==> src/core/pal_pkg.sv <==
package pal_pkg;
  // ----------------------------------------------------------------
  // sizes
  // ----------------------------------------------------------------
  localparam int NCH = 4;
  localparam int NOUT = 4;
  localparam int VW = 16;

  // ----------------------------------------------------------------
  // register map (byte addresses)
  // ----------------------------------------------------------------
  localparam logic [7:0] OFS_CH_BASE = 8'h00;
  localparam logic [7:0] OFS_CH_STRIDE = 8'h10;
  localparam logic [7:0] OFS_CFG = 8'h00;
  localparam logic [7:0] OFS_TRIP = 8'h04;
  localparam logic [7:0] OFS_HYST = 8'h08;
  localparam logic [7:0] OFS_STAT = 8'h0C;
  localparam logic [7:0] OFS_PV = 8'h40;
  localparam logic [7:0] OFS_MAP = 8'h44;
  localparam logic [7:0] OFS_ACK = 8'h48;
  localparam logic [7:0] OFS_IND = 8'h4C;
  localparam logic [7:0] OFS_NV = 8'h50;

  // cfg word fields
  localparam int CFG_KIND_LSB = 0;
  localparam int CFG_LATCH_LSB = 4;
  localparam int CFG_BLOCK_BIT = 8;

  // ----------------------------------------------------------------
  // enumerations
  // ----------------------------------------------------------------
  typedef enum logic [2:0] {
    KIND_NONE = 3'h0,
    KIND_FULL_HIGH = 3'h1,
    KIND_FULL_LOW = 3'h2,
    KIND_DEVIATION_HIGH = 3'h3,
    KIND_DEVIATION_LOW = 3'h4,
    KIND_DEVIATION_BAND = 3'h5,
    KIND_RISING_RATE = 3'h6,
    KIND_FALLING_RATE = 3'h7
  } pal_kind_t;

  typedef enum logic [1:0] {
    LATCH_MANUAL = 2'h0,
    LATCH_EVENT_ONLY = 2'h1,
    LATCH_NONE = 2'h2,
    LATCH_AUTO = 2'h3
  } pal_latch_t;

  // ----------------------------------------------------------------
  // reset values and timing
  // ----------------------------------------------------------------
  localparam pal_kind_t KIND_RST = KIND_NONE;
  localparam pal_latch_t LATCH_RST = LATCH_MANUAL;
  localparam logic BLOCK_RST = 1'b0;
  localparam logic [VW-1:0] TRIP_RST = 16'h0000;
  localparam logic [VW-1:0] HYST_RST = 16'h0000;
  localparam logic [15:0] MAP_RST = 16'h0000;
  localparam int CLK_HZ = 50_000_000;
  localparam int FLASH_MS = 250;
  localparam int FLASH_CYC = CLK_HZ / 1000 * FLASH_MS;
  localparam int ROT_MS = 2000;
  localparam int ROT_CYC = CLK_HZ / 1000 * ROT_MS;
  localparam int RATE_S = 60;
endpackage : pal_pkg

==> src/core/pal_ch_if.sv <==
`timescale 1ns/1ps
interface pal_ch_if;
  logic [pal_pkg::NCH-1:0] active;
  logic [pal_pkg::NCH-1:0] acked;
  logic [pal_pkg::NCH-1:0] safe_unack;
  logic [pal_pkg::NCH-1:0] relay_drive;
  modport chan (output active, output acked, output safe_unack,
                output relay_drive);
  modport top (input active, input acked, input safe_unack,
               input relay_drive);
endinterface : pal_ch_if

==> src/core/pal_channel.sv <==
`timescale 1ns/1ps
module pal_channel (
  input wire logic aclk,
  input wire logic aresetn,
  input wire logic restore,
  input wire logic [2:0] nv_in,
  input wire logic cond,
  input wire logic safe_now,
  input wire logic ack,
  input wire pal_pkg::pal_latch_t latch,
  input wire logic block_en,
  output logic active,
  output logic acked,
  output logic safe_unack,
  output logic relay_drive
);
  typedef struct packed {
    logic active;
    logic acked;
    logic safe_unack;
    logic blocked;
  } pal_chs_t;
  pal_chs_t st_reg, st_next;

  always_comb begin
    st_next = st_reg;
    if (restore) begin
      st_next.active = nv_in[0];
      st_next.acked = nv_in[1];
      st_next.safe_unack = nv_in[2];
      st_next.blocked = 1'b0;
      unique case (latch)
        pal_pkg::LATCH_NONE, pal_pkg::LATCH_EVENT_ONLY: begin
          st_next.safe_unack = 1'b0;
          st_next.blocked = block_en && nv_in[0];
          if (safe_now || block_en) begin
            st_next.active = 1'b0;
            st_next.acked = 1'b0;
          end
        end
        pal_pkg::LATCH_AUTO: begin
          if (block_en && nv_in[0] && nv_in[1]) begin
            st_next.blocked = 1'b1;
            st_next.active = 1'b0;
            st_next.acked = 1'b0;
          end else if (nv_in[0] && safe_now) begin
            st_next.active = 1'b0;
            st_next.safe_unack = !nv_in[1];
            st_next.acked = 1'b0;
          end
        end
        pal_pkg::LATCH_MANUAL: begin
          if (nv_in[0] && safe_now) begin
            st_next.active = 1'b0;
            st_next.safe_unack = 1'b1;
            st_next.acked = 1'b0;
          end
        end
      endcase
    end else begin
      // start-up mask lifts only once the process is seen safe
      if (st_reg.blocked && safe_now)
        st_next.blocked = 1'b0;
      if (cond && !st_reg.blocked && !st_reg.active) begin
        st_next.active = 1'b1;
        st_next.acked = 1'b0;
        st_next.safe_unack = 1'b0;
      end
      if (st_reg.active || st_reg.safe_unack) begin
        unique case (latch)
          pal_pkg::LATCH_NONE, pal_pkg::LATCH_EVENT_ONLY: begin
            if (!cond) begin
              st_next.active = 1'b0;
              st_next.acked = 1'b0;
            end else if (ack)
              st_next.acked = 1'b1;
          end
          pal_pkg::LATCH_AUTO: begin
            if (ack && !cond) begin
              st_next.active = 1'b0;
              st_next.safe_unack = 1'b0;
              st_next.acked = 1'b0;
            end else if (ack)
              st_next.acked = 1'b1;
            else if (!cond && st_reg.acked) begin
              st_next.active = 1'b0;
              st_next.acked = 1'b0;
            end else if (!cond) begin
              st_next.active = 1'b0;
              st_next.safe_unack = 1'b1;
            end
          end
          pal_pkg::LATCH_MANUAL: begin
            if (!cond && ack) begin
              st_next.active = 1'b0;
              st_next.safe_unack = 1'b0;
            end else if (!cond) begin
              st_next.active = 1'b0;
              st_next.safe_unack = 1'b1;
            end
          end
        endcase
      end
    end
    if (!aresetn)
      st_next = '0;
  end

  always_ff @(posedge aclk) begin
    st_reg <= st_next;
  end

  assign active = st_reg.active;
  assign acked = st_reg.acked;
  assign safe_unack = st_reg.safe_unack;
  // latch none: relay driven while alarm active and unacknowledged; other modes: while active or safe_unack
  assign relay_drive = (latch == pal_pkg::LATCH_NONE) ?
    (st_reg.active && !st_reg.acked) :
    (st_reg.active || st_reg.safe_unack);
endmodule : pal_channel

==> src/core/pal_top.sv <==
`timescale 1ns/1ps
module pal_top (
  input wire logic aclk,
  input wire logic aresetn,
  input wire logic [31:0] s_axi_awaddr,
  input wire logic s_axi_awvalid,
  output logic s_axi_awready,
  input wire logic [31:0] s_axi_wdata,
  input wire logic [3:0] s_axi_wstrb,
  input wire logic s_axi_wvalid,
  output logic s_axi_wready,
  output logic [1:0] s_axi_bresp,
  output logic s_axi_bvalid,
  input wire logic s_axi_bready,
  input wire logic [31:0] s_axi_araddr,
  input wire logic s_axi_arvalid,
  output logic s_axi_arready,
  output logic [31:0] s_axi_rdata,
  output logic [1:0] s_axi_rresp,
  output logic s_axi_rvalid,
  input wire logic s_axi_rready,
  input wire logic [15:0] process_value,
  input wire logic [15:0] setpoint,
  input wire logic operator_ack,
  input wire logic nv_restore,
  input wire logic [11:0] nv_state_in,
  output logic [11:0] nv_state_out,
  output logic alarm_beacon,
  output logic [3:0] message_channel,
  output logic [2:0] message_kind,
  output logic message_valid,
  output logic [3:0] relay_out
);
  localparam int NCH = pal_pkg::NCH;

  typedef struct packed {
    logic [NCH-1:0][2:0] kind;
    logic [NCH-1:0][1:0] latch;
    logic [NCH-1:0] block_en;
    logic [NCH-1:0][15:0] trip;
    logic [NCH-1:0][15:0] hyst;
    logic [15:0] relay_map;
    logic [NCH-1:0] cond;
    logic [15:0] pv_last;
    logic [31:0] rate_cnt;
    logic [31:0] flash_cnt;
    logic flash;
    logic [31:0] rot_cnt;
    logic [1:0] rot_idx;
    logic [3:0] msg_ch;
    logic [2:0] msg_kind;
    logic msg_valid;
    logic ack;
    logic [7:0] waddr;
    logic aw_have;
    logic [31:0] wdata;
    logic w_have;
    logic bvalid;
    logic [1:0] bresp;
    logic rvalid;
    logic [31:0] rdata;
    logic [1:0] rresp;
    logic [11:0] nv;
  } pal_st_t;
  pal_st_t st_reg, st_next;

  pal_ch_if chb ();

  // ------------------------------------------------------------------
  // decode helpers
  // ------------------------------------------------------------------
  function automatic logic [2:0] pal_chan_of(input logic [7:0] a);
    pal_chan_of = {a[6], a[5:4]};
  endfunction : pal_chan_of

  function automatic logic [7:0] pal_off_of(input logic [7:0] a);
    pal_off_of = {4'h0, a[3:0]};
  endfunction : pal_off_of

  // ------------------------------------------------------------------
  // channels
  // ------------------------------------------------------------------
  logic [NCH-1:0] safe_now;
  genvar g;
  generate
    for (g = 0; g < NCH; g++) begin : g_ch
      pal_channel u_ch (
        .aclk(aclk),
        .aresetn(aresetn),
        .restore(nv_restore),
        .nv_in(nv_state_in[3*g +: 3]),
        .cond(st_reg.cond[g]),
        .safe_now(safe_now[g]),
        .ack(st_reg.ack),
        .latch(pal_pkg::pal_latch_t'(st_reg.latch[g])),
        .block_en(st_reg.block_en[g]),
        .active(chb.active[g]),
        .acked(chb.acked[g]),
        .safe_unack(chb.safe_unack[g]),
        .relay_drive(chb.relay_drive[g])
      );
    end
  endgenerate

  // ------------------------------------------------------------------
  // next state
  // ------------------------------------------------------------------
  always_comb begin
    logic [16:0] lo;
    logic [16:0] hi;
    logic [16:0] dv;
    logic [16:0] rate;
    logic [16:0] band;
    logic trip_hit;
    logic clear_hit;
    logic rate_tick;
    logic [2:0] c;
    logic [7:0] o;
    logic any_unack;
    logic any_acked;
    lo = '0;
    hi = '0;
    dv = '0;
    rate = '0;
    band = '0;
    trip_hit = 1'b0;
    clear_hit = 1'b0;
    rate_tick = 1'b0;
    c = '0;
    o = '0;
    any_unack = 1'b0;
    any_acked = 1'b0;
    st_next = st_reg;
    st_next.ack = operator_ack;
    rate_tick = (st_reg.rate_cnt == 32'(pal_pkg::CLK_HZ * 1) - 32'd1);
    st_next.rate_cnt = rate_tick ? '0 : st_reg.rate_cnt + 32'd1;
    if (rate_tick)
      st_next.pv_last = process_value;
    // per-unit-minute threshold taken as per-second delta times 60
    for (int i = 0; i < NCH; i++) begin
      dv = {1'b0, process_value} - {1'b0, setpoint};
      rate = ({1'b0, process_value} - {1'b0, st_reg.pv_last});
      unique case (pal_pkg::pal_kind_t'(st_reg.kind[i]))
        pal_pkg::KIND_NONE: begin
          trip_hit = 1'b0;
          clear_hit = 1'b1;
        end
        pal_pkg::KIND_FULL_HIGH: begin
          trip_hit = process_value > st_reg.trip[i];
          lo = {1'b0, st_reg.trip[i]} - {1'b0, st_reg.hyst[i]};
          clear_hit = {1'b0, process_value} < lo;
        end
        pal_pkg::KIND_FULL_LOW: begin
          trip_hit = process_value < st_reg.trip[i];
          hi = {1'b0, st_reg.trip[i]} + {1'b0, st_reg.hyst[i]};
          clear_hit = {1'b0, process_value} > hi;
        end
        pal_pkg::KIND_DEVIATION_HIGH: begin
          hi = {1'b0, setpoint} + {1'b0, st_reg.trip[i]};
          lo = hi - {1'b0, st_reg.hyst[i]};
          trip_hit = {1'b0, process_value} > hi;
          clear_hit = {1'b0, process_value} < lo;
        end
        pal_pkg::KIND_DEVIATION_LOW: begin
          lo = {1'b0, setpoint} - {1'b0, st_reg.trip[i]};
          hi = lo + {1'b0, st_reg.hyst[i]};
          trip_hit = {1'b0, process_value} < lo;
          clear_hit = {1'b0, process_value} > hi;
        end
        pal_pkg::KIND_DEVIATION_BAND: begin
          band = dv[16] ? (17'd0 - dv) : dv;
          trip_hit = band > {1'b0, st_reg.trip[i]};
          clear_hit = band + {1'b0, st_reg.hyst[i]} <
                      {1'b0, st_reg.trip[i]};
        end
        pal_pkg::KIND_RISING_RATE: begin
          // widened so that a fast ramp cannot wrap below the threshold
          trip_hit = !rate[16] &&
            (32'(rate[15:0]) * 32'(pal_pkg::RATE_S)) > 32'(st_reg.trip[i]);
          clear_hit = !trip_hit;
        end
        pal_pkg::KIND_FALLING_RATE: begin
          band = 17'd0 - rate;
          trip_hit = rate[16] &&
            (32'(band[15:0]) * 32'(pal_pkg::RATE_S)) > 32'(st_reg.trip[i]);
          clear_hit = !trip_hit;
        end
      endcase
      if (trip_hit)
        st_next.cond[i] = 1'b1;
      else if (clear_hit)
        st_next.cond[i] = 1'b0;
    end

    // beacon flash and message rotation dividers
    if (st_reg.flash_cnt == 32'(pal_pkg::FLASH_CYC) - 32'd1) begin
      st_next.flash_cnt = '0;
      st_next.flash = !st_reg.flash;
    end else
      st_next.flash_cnt = st_reg.flash_cnt + 32'd1;
    st_next.msg_valid = 1'b0;
    if (st_reg.rot_cnt == 32'(pal_pkg::ROT_CYC) - 32'd1) begin
      st_next.rot_cnt = '0;
      st_next.rot_idx = st_reg.rot_idx + 2'd1;
    end else
      st_next.rot_cnt = st_reg.rot_cnt + 32'd1;
    for (int i = 0; i < NCH; i++) begin
      if ((chb.active[i] || chb.safe_unack[i]) &&
          !st_next.msg_valid &&
          2'(i) >= st_reg.rot_idx) begin
        st_next.msg_valid = 1'b1;
        st_next.msg_ch = 4'(i + 1);
        st_next.msg_kind = st_reg.kind[i];
      end
    end
    for (int i = 0; i < NCH; i++) begin
      if ((chb.active[i] || chb.safe_unack[i]) && !st_next.msg_valid) begin
        st_next.msg_valid = 1'b1;
        st_next.msg_ch = 4'(i + 1);
        st_next.msg_kind = st_reg.kind[i];
      end
    end

    st_next.nv = {chb.safe_unack[3], chb.acked[3], chb.active[3],
                  chb.safe_unack[2], chb.acked[2], chb.active[2],
                  chb.safe_unack[1], chb.acked[1], chb.active[1],
                  chb.safe_unack[0], chb.acked[0], chb.active[0]};

    // ----------------------------------------------------------------
    // axi4-lite slave
    // ----------------------------------------------------------------
    if (s_axi_awvalid && s_axi_awready) begin
      st_next.aw_have = 1'b1;
      st_next.waddr = s_axi_awaddr[7:0];
    end
    if (s_axi_wvalid && s_axi_wready) begin
      st_next.w_have = 1'b1;
      st_next.wdata = s_axi_wdata;
    end
    if (s_axi_bvalid && s_axi_bready)
      st_next.bvalid = 1'b0;
    if (st_reg.aw_have && st_reg.w_have && !st_reg.bvalid) begin
      st_next.aw_have = 1'b0;
      st_next.w_have = 1'b0;
      st_next.bvalid = 1'b1;
      st_next.bresp = 2'b00;
      c = pal_chan_of(st_reg.waddr);
      o = pal_off_of(st_reg.waddr);
      if (c < 3'd4) begin
        unique case (o)
          pal_pkg::OFS_CFG: begin
            st_next.kind[c[1:0]] = st_reg.wdata[pal_pkg::CFG_KIND_LSB +: 3];
            st_next.latch[c[1:0]] =
              st_reg.wdata[pal_pkg::CFG_LATCH_LSB +: 2];
            st_next.block_en[c[1:0]] = st_reg.wdata[pal_pkg::CFG_BLOCK_BIT];
          end
          pal_pkg::OFS_TRIP: st_next.trip[c[1:0]] = st_reg.wdata[15:0];
          pal_pkg::OFS_HYST: st_next.hyst[c[1:0]] = st_reg.wdata[15:0];
          default: st_next.bresp = 2'b10;
        endcase
      end else if (st_reg.waddr == pal_pkg::OFS_MAP)
        st_next.relay_map = st_reg.wdata[15:0];
      else if (st_reg.waddr != pal_pkg::OFS_ACK)
        st_next.bresp = 2'b10;
      if (st_reg.waddr == pal_pkg::OFS_ACK && st_reg.wdata[0])
        st_next.ack = 1'b1;
    end
    if (s_axi_rvalid && s_axi_rready)
      st_next.rvalid = 1'b0;
    if (s_axi_arvalid && s_axi_arready) begin
      st_next.rvalid = 1'b1;
      st_next.rresp = 2'b00;
      st_next.rdata = '0;
      c = pal_chan_of(s_axi_araddr[7:0]);
      o = pal_off_of(s_axi_araddr[7:0]);
      any_unack = 1'b0;
      if (c < 3'd4) begin
        // kind none hides the channel's other settings
        if (st_reg.kind[c[1:0]] == 3'(pal_pkg::KIND_NONE) &&
            o != pal_pkg::OFS_CFG)
          st_next.rdata = '0;
        else begin
          unique case (o)
            pal_pkg::OFS_CFG: st_next.rdata = {23'h0,
              st_reg.block_en[c[1:0]], 2'h0, st_reg.latch[c[1:0]],
              1'b0, st_reg.kind[c[1:0]]};
            pal_pkg::OFS_TRIP: st_next.rdata = {13'h0,
              st_reg.kind[c[1:0]], st_reg.trip[c[1:0]]};
            pal_pkg::OFS_HYST: st_next.rdata = {16'h0, st_reg.hyst[c[1:0]]};
            pal_pkg::OFS_STAT: st_next.rdata = {28'h0,
              chb.safe_unack[c[1:0]], chb.acked[c[1:0]],
              st_reg.cond[c[1:0]], chb.relay_drive[c[1:0]]};
            default: st_next.rresp = 2'b10;
          endcase
        end
      end else begin
        unique case (s_axi_araddr[7:0])
          pal_pkg::OFS_PV: st_next.rdata = {16'h0, process_value};
          pal_pkg::OFS_MAP: st_next.rdata = {16'h0, st_reg.relay_map};
          pal_pkg::OFS_ACK: st_next.rdata = '0;
          pal_pkg::OFS_IND: st_next.rdata = {23'h0, alarm_beacon,
            message_valid, message_kind, message_channel};
          pal_pkg::OFS_NV: st_next.rdata = {20'h0, st_reg.nv};
          default: st_next.rresp = 2'b10;
        endcase
      end
    end
    if (!aresetn) begin
      st_next = '0;
      st_next.kind = {NCH{pal_pkg::KIND_RST}};
      st_next.latch = {NCH{pal_pkg::LATCH_RST}};
      st_next.block_en = {NCH{pal_pkg::BLOCK_RST}};
      st_next.trip = {NCH{pal_pkg::TRIP_RST}};
      st_next.hyst = {NCH{pal_pkg::HYST_RST}};
      st_next.relay_map = pal_pkg::MAP_RST;
    end
  end

  always_ff @(posedge aclk) begin
    st_reg <= st_next;
  end

  // ------------------------------------------------------------------
  // outputs
  // ------------------------------------------------------------------
  always_comb begin
    logic unack;
    logic acked_any;
    unack = 1'b0;
    acked_any = 1'b0;
    for (int i = 0; i < NCH; i++) begin
      safe_now[i] = !st_reg.cond[i];
      if (st_reg.latch[i] != 2'(pal_pkg::LATCH_EVENT_ONLY)) begin
        if ((chb.active[i] && !chb.acked[i]) || chb.safe_unack[i])
          unack = 1'b1;
        if (chb.active[i] && chb.acked[i])
          acked_any = 1'b1;
      end
    end
    // flashing wins over steady while any channel not set to event-only is unacknowledged
    alarm_beacon = unack ? st_reg.flash : acked_any;
    for (int o = 0; o < pal_pkg::NOUT; o++)
      relay_out[o] = |(st_reg.relay_map[4*o +: 4] & chb.relay_drive);
  end

  assign message_channel = st_reg.msg_ch;
  assign message_kind = st_reg.msg_kind;
  assign message_valid = st_reg.msg_valid;
  assign nv_state_out = st_reg.nv;
  assign s_axi_awready = !st_reg.aw_have;
  assign s_axi_wready = !st_reg.w_have;
  assign s_axi_bvalid = st_reg.bvalid;
  assign s_axi_bresp = st_reg.bresp;
  assign s_axi_arready = !st_reg.rvalid;
  assign s_axi_rvalid = st_reg.rvalid;
  assign s_axi_rdata = st_reg.rdata;
  assign s_axi_rresp = st_reg.rresp;
endmodule : pal_top

==> config.mk <==
export PLATFORM = sky130hd
export DESIGN_NAME = pal_top
export DESIGN_NICKNAME = d
export VERILOG_FILES = /design/src/core/pal_pkg.sv /design/src/core/pal_ch_if.sv /design/src/core/pal_channel.sv /design/src/core/pal_top.sv
export SDC_FILE = /design/constraint.sdc
export NUM_CORES = 2
export LEC_CHECK = 0
export BUFFER_PORTS_ARGS = -buffer_cell sky130_fd_sc_hd__buf_2
export CAP_MARGIN = 20
export CORE_MARGIN = 2
export CORE_UTILIZATION = 45
export CTS_CLUSTER_DIAMETER = 150
export DETAILED_ROUTE_END_ITERATION = 10
export MAX_ROUTING_LAYER = met4
export SYNTH_ARGS = -nofsm -noshare
export SYNTH_HDL_FRONTEND = slang
export SYNTH_SLANG_ARGS = --single-unit
==> constraint.sdc <==
create_clock -name aclk -period 10.25 [get_ports aclk]
set_input_delay 2.05 -clock aclk [delete_from_list [all_inputs] [get_ports aclk]]
set_output_delay 2.05 -clock aclk [all_outputs]
set_load 0.005 [all_outputs]
==> reports/results.tsv <==
stage	metric	value	unit
pwr	ir_drop	0.2065	mV
finish	n_fill_cell	12610	
global_route	grt_max_degree	119	
routing	post_drt_via_cell_ratio	6.114	
die	pin_count	219	
finish	nNetsFinal	8827	
finish	largest_reg_flops	314	
yosys	ys_seq_area_frac	0.1294	
yosys	synthSimpleGateAreaFrac	0.1805	
timing	finClkSkew	55.53	ps
worst_setup_path	r2r_end	st_reg[218]	
timing	hold_viol_final	0	
yosys	ys.flop_type	dfxtp_1	
flow_run	maxCapViolations	0	
finish	final_area	0.06227	mm²
global_route	antenna_found_initial	24	
clock_tree	clkSinkCount	372	
finish	stdcell_count	9076	
timing	rsz0062_at_grt	false	
clock_tree	cts_buffer_depth	3	
yosys	synthesis.area	0.05754	mm²
routing	dr.pass1.iters	6	
yosys	synth_cell_types	95	
worst_setup_path	worstPathRequired	10860	ps
clock_tree	ctsHoldBuffers	0	
routing	drcViolationCount	0	
worst_setup_path	start_kind	primary input	
die	die_w	361.6	µm
yosys	synth-edff-count	0	
finish	drive_gt1_frac	0.06531	
timing	holdWs	447.4	ps
finish	multiInputGateArea	0.04662	mm²
worst_setup_path	critPathArrivalTime	9950	ps
yosys	synthTopCellsByArea	ha_1 (27%), dfxtp_1 (13%), xnor2_1 (5.2%)	
yosys	syn_avg_cell_area	7.935	µm²
clock_tree	cts-resized-gates	0	
timing	fin_setup_tns	0	ps
placed_design	post_dp_cell_area	0.06044	mm²
yosys	ys_ff_latch	372	
routing	highest-signal-layer	met4	
worst_setup_path	crit_end	st_reg[218]	
pwr	p_per_area	141.8	mW/mm²
clock_tree	root_buffer	clkbuf_16	
routing	via_count	55490	
routing	met1_length	96920	µm
timing	fin_crit	9342	ps
yosys	synth_compound_area_frac	0.2133	
routing	met2_length	97440	µm
die	core_area	0.1272	mm²
clock_tree	post_cts_buffers	0	
yosys	synth_xor_area_frac	0.08220	
timing	relSlewSlack	0.1130	
worst_setup_path	slowest_delay	680	ps
timing	slew_violations	0	
worst_setup_path	startpoint	process_value[1]	
clock_tree	cts_buffers	48	
clock_tree	path_clk_slew	70	ps
global_route	gr-total-overflow	0	
worst_setup_path	cp_max_fo	7	
finish	seq_area	0.007447	mm²
timing	period_share	0.9115	
global_route	grt_pass1_vias	52160	
die	rows	131	
clock_tree	htree_levels	2	
global_route	grt_pass1_wl	334200	µm
yosys	yosysWarnings	0	
timing	worst_pin_slew	1325	ps
global_route	grt_use_total	0.3494	
yosys	muxShareOfSynthArea	0.03625	
routing	wl	228800	µm
worst_setup_path	r2r_cells	34	
worst_setup_path	end_kind	flip-flop	
worst_setup_path	crit_type	primary input to flip-flop	
yosys	synthesis.instances	7251	
worst_setup_path	slowest_stage	xnor2_1	
outcome	status	finished clean	
die	die_area	0.1307	mm²
placed_design	gp_congestion	1.003	
routing	dr.first_iter.drc_count	5230	
routing	ant_nets	0	
worst_setup_path	r2r-start	st_reg[201]	
timing	fin_ws	907.6	ps
yosys	yosys.area_share.adder	0.2968	
worst_setup_path	rrSetupSlack	2060	ps
die	die_h	361.6	µm
clock_tree	clkLatencyLatePin	670	ps
yosys	synth_top_family_by_area	adder cells	
timing	max_freq	107.0	MHz
routing	drt-wirelength-per-cell	25.21	µm
pwr	p_leak	0.02767	µW
yosys	netlist.area_leader.share	0.2688	
finish	area_growth_syn_to_layout	8.228	%
yosys	synth_top_cell_by_area	ha_1	
placed_design	hpwl	175200	µm
min_path	hold_path.class	flip-flop to flip-flop	
routing	wl_met3	20040	µm
timing	setup_violations	0	
placed_design	portBuffers	134	
clock_tree	tritoncts	done	
placed_design	dpl.cell_count	8969	
die	start_util	0.4524	
placed_design	dp_slack	281.7	ps
yosys	ys_async_sr_fraction	0	
## report_power, final
| part | switching, µW | total (µW) | internal [µW] |
|---|---|---|---|
| combinational | 3210 | 5430 | 2220 |
| sequential | 48.2 | 1510 | 1470 |
| clock | 776 | 1890 | 1110 |
| total | 4040 | 8830 | 4790 |
## kinds of logic (layout without fill, tap and decap cells)
| logic type | count (synthesis) | after routing |
|---|---|---|
| adder cells (fa/ha/maj) | 1318 | 1318 |
| multiplexers | 152 | 152 |
| AO/OA/AOI/OAI | 1862 | 1862 |
| XOR/XNOR | 536 | 536 |
| buffers and inverters | 885 | 1014 |
| AND/OR/NAND/NOR | 2125 | 2125 |
| other | 1 | 35 |
| flip-flops | 372 | 372 |
## synthesized netlist by cell type, drive strengths merged (76+ instances only)
| cell type | count |
|---|---|
| xnor2 | 340 |
| o21bai | 76 |
| a21oi | 496 |
| ha | 1236 |
| mux2i | 106 |
| nand3 | 182 |
| inv | 635 |
| fa | 79 |
| o21a | 79 |
| nand2 | 572 |
| nor2b | 207 |
| o21ai | 360 |
| clkbuf | 189 |
| nor3 | 148 |
| a21boi | 151 |
| nand2b | 90 |
| nand4 | 112 |
| a21o | 173 |
| xor2 | 194 |
| nor2 | 502 |
| dfxtp | 372 |
## routing by layer
metal / vias to the layer above / GRT usage
met2: 2364 / 0.5269
met3: 625 / 0.06149
li1: 26230 / -
met5: - / -
met1: 26280 / 0.4437
met4: 0 / 0.1884
## through the flow
stage	utilization	power, µW
after floorplan	-	5213
after global placement	0.4748	6736
after detailed placement	0.4752	6822
after CTS	0.4888	8744
after global routing	0.4895	9546
final	0.4896	8828
## cell type report
cell class,instances,share of cell area
Multi-Input combinational cell,6009,0.7487
Sequential cell,372,0.1196
Inverter,635,0.03827
Tap cell,1662,0.03339
Timing Repair Buffer,293,0.03156
Clock buffer,58,0.02134
Clock inverter,28,0.006409
Antenna cell,19,0.0007635
## critical path, delay by kind of cell
kind                       cells  cell delay (ps)
AOI/OAI and AO/OA             14             3050
xor gates and xnor gates       4             1900
adders and majority gates      5             1590
buffers and inverters          3              280
and+or+nand+nor                8             1060
## cell usage in the layout, fill, tap and decap left out, drive strengths merged, types with 58 or more instances in the layout
master / instances
a211oi: 62
a21boi: 151
a21o: 173
a21oi: 496
a31oi: 60
buf: 292
clkbuf: 59
dfxtp: 372
fa: 79
ha: 1236
inv: 639
mux2i: 106
nand2: 572
nand2b: 90
nand3: 182
nand4: 112
nor2: 502
nor2b: 207
nor3: 148
nor4: 58
o21a: 79
o21ai: 360
o21bai: 76
xnor2: 340
xor2: 194
## worst min path at each step
stage	cells past startpoint	slack [ps]	start	endpoint
finish	1	450	st_reg[136]	st_reg[136]
global route	1	480	st_reg[168]	st_reg[168]
CTS	1	450	st_reg[136]	st_reg[136]
detailed placement	1	440	st_reg[136]	st_reg[136]
global placement	1	430	st_reg[136]	st_reg[136]
floorplan	1	410	st_reg[136]	st_reg[136]
Note: power is estimated with default switching activity, not from simulation.
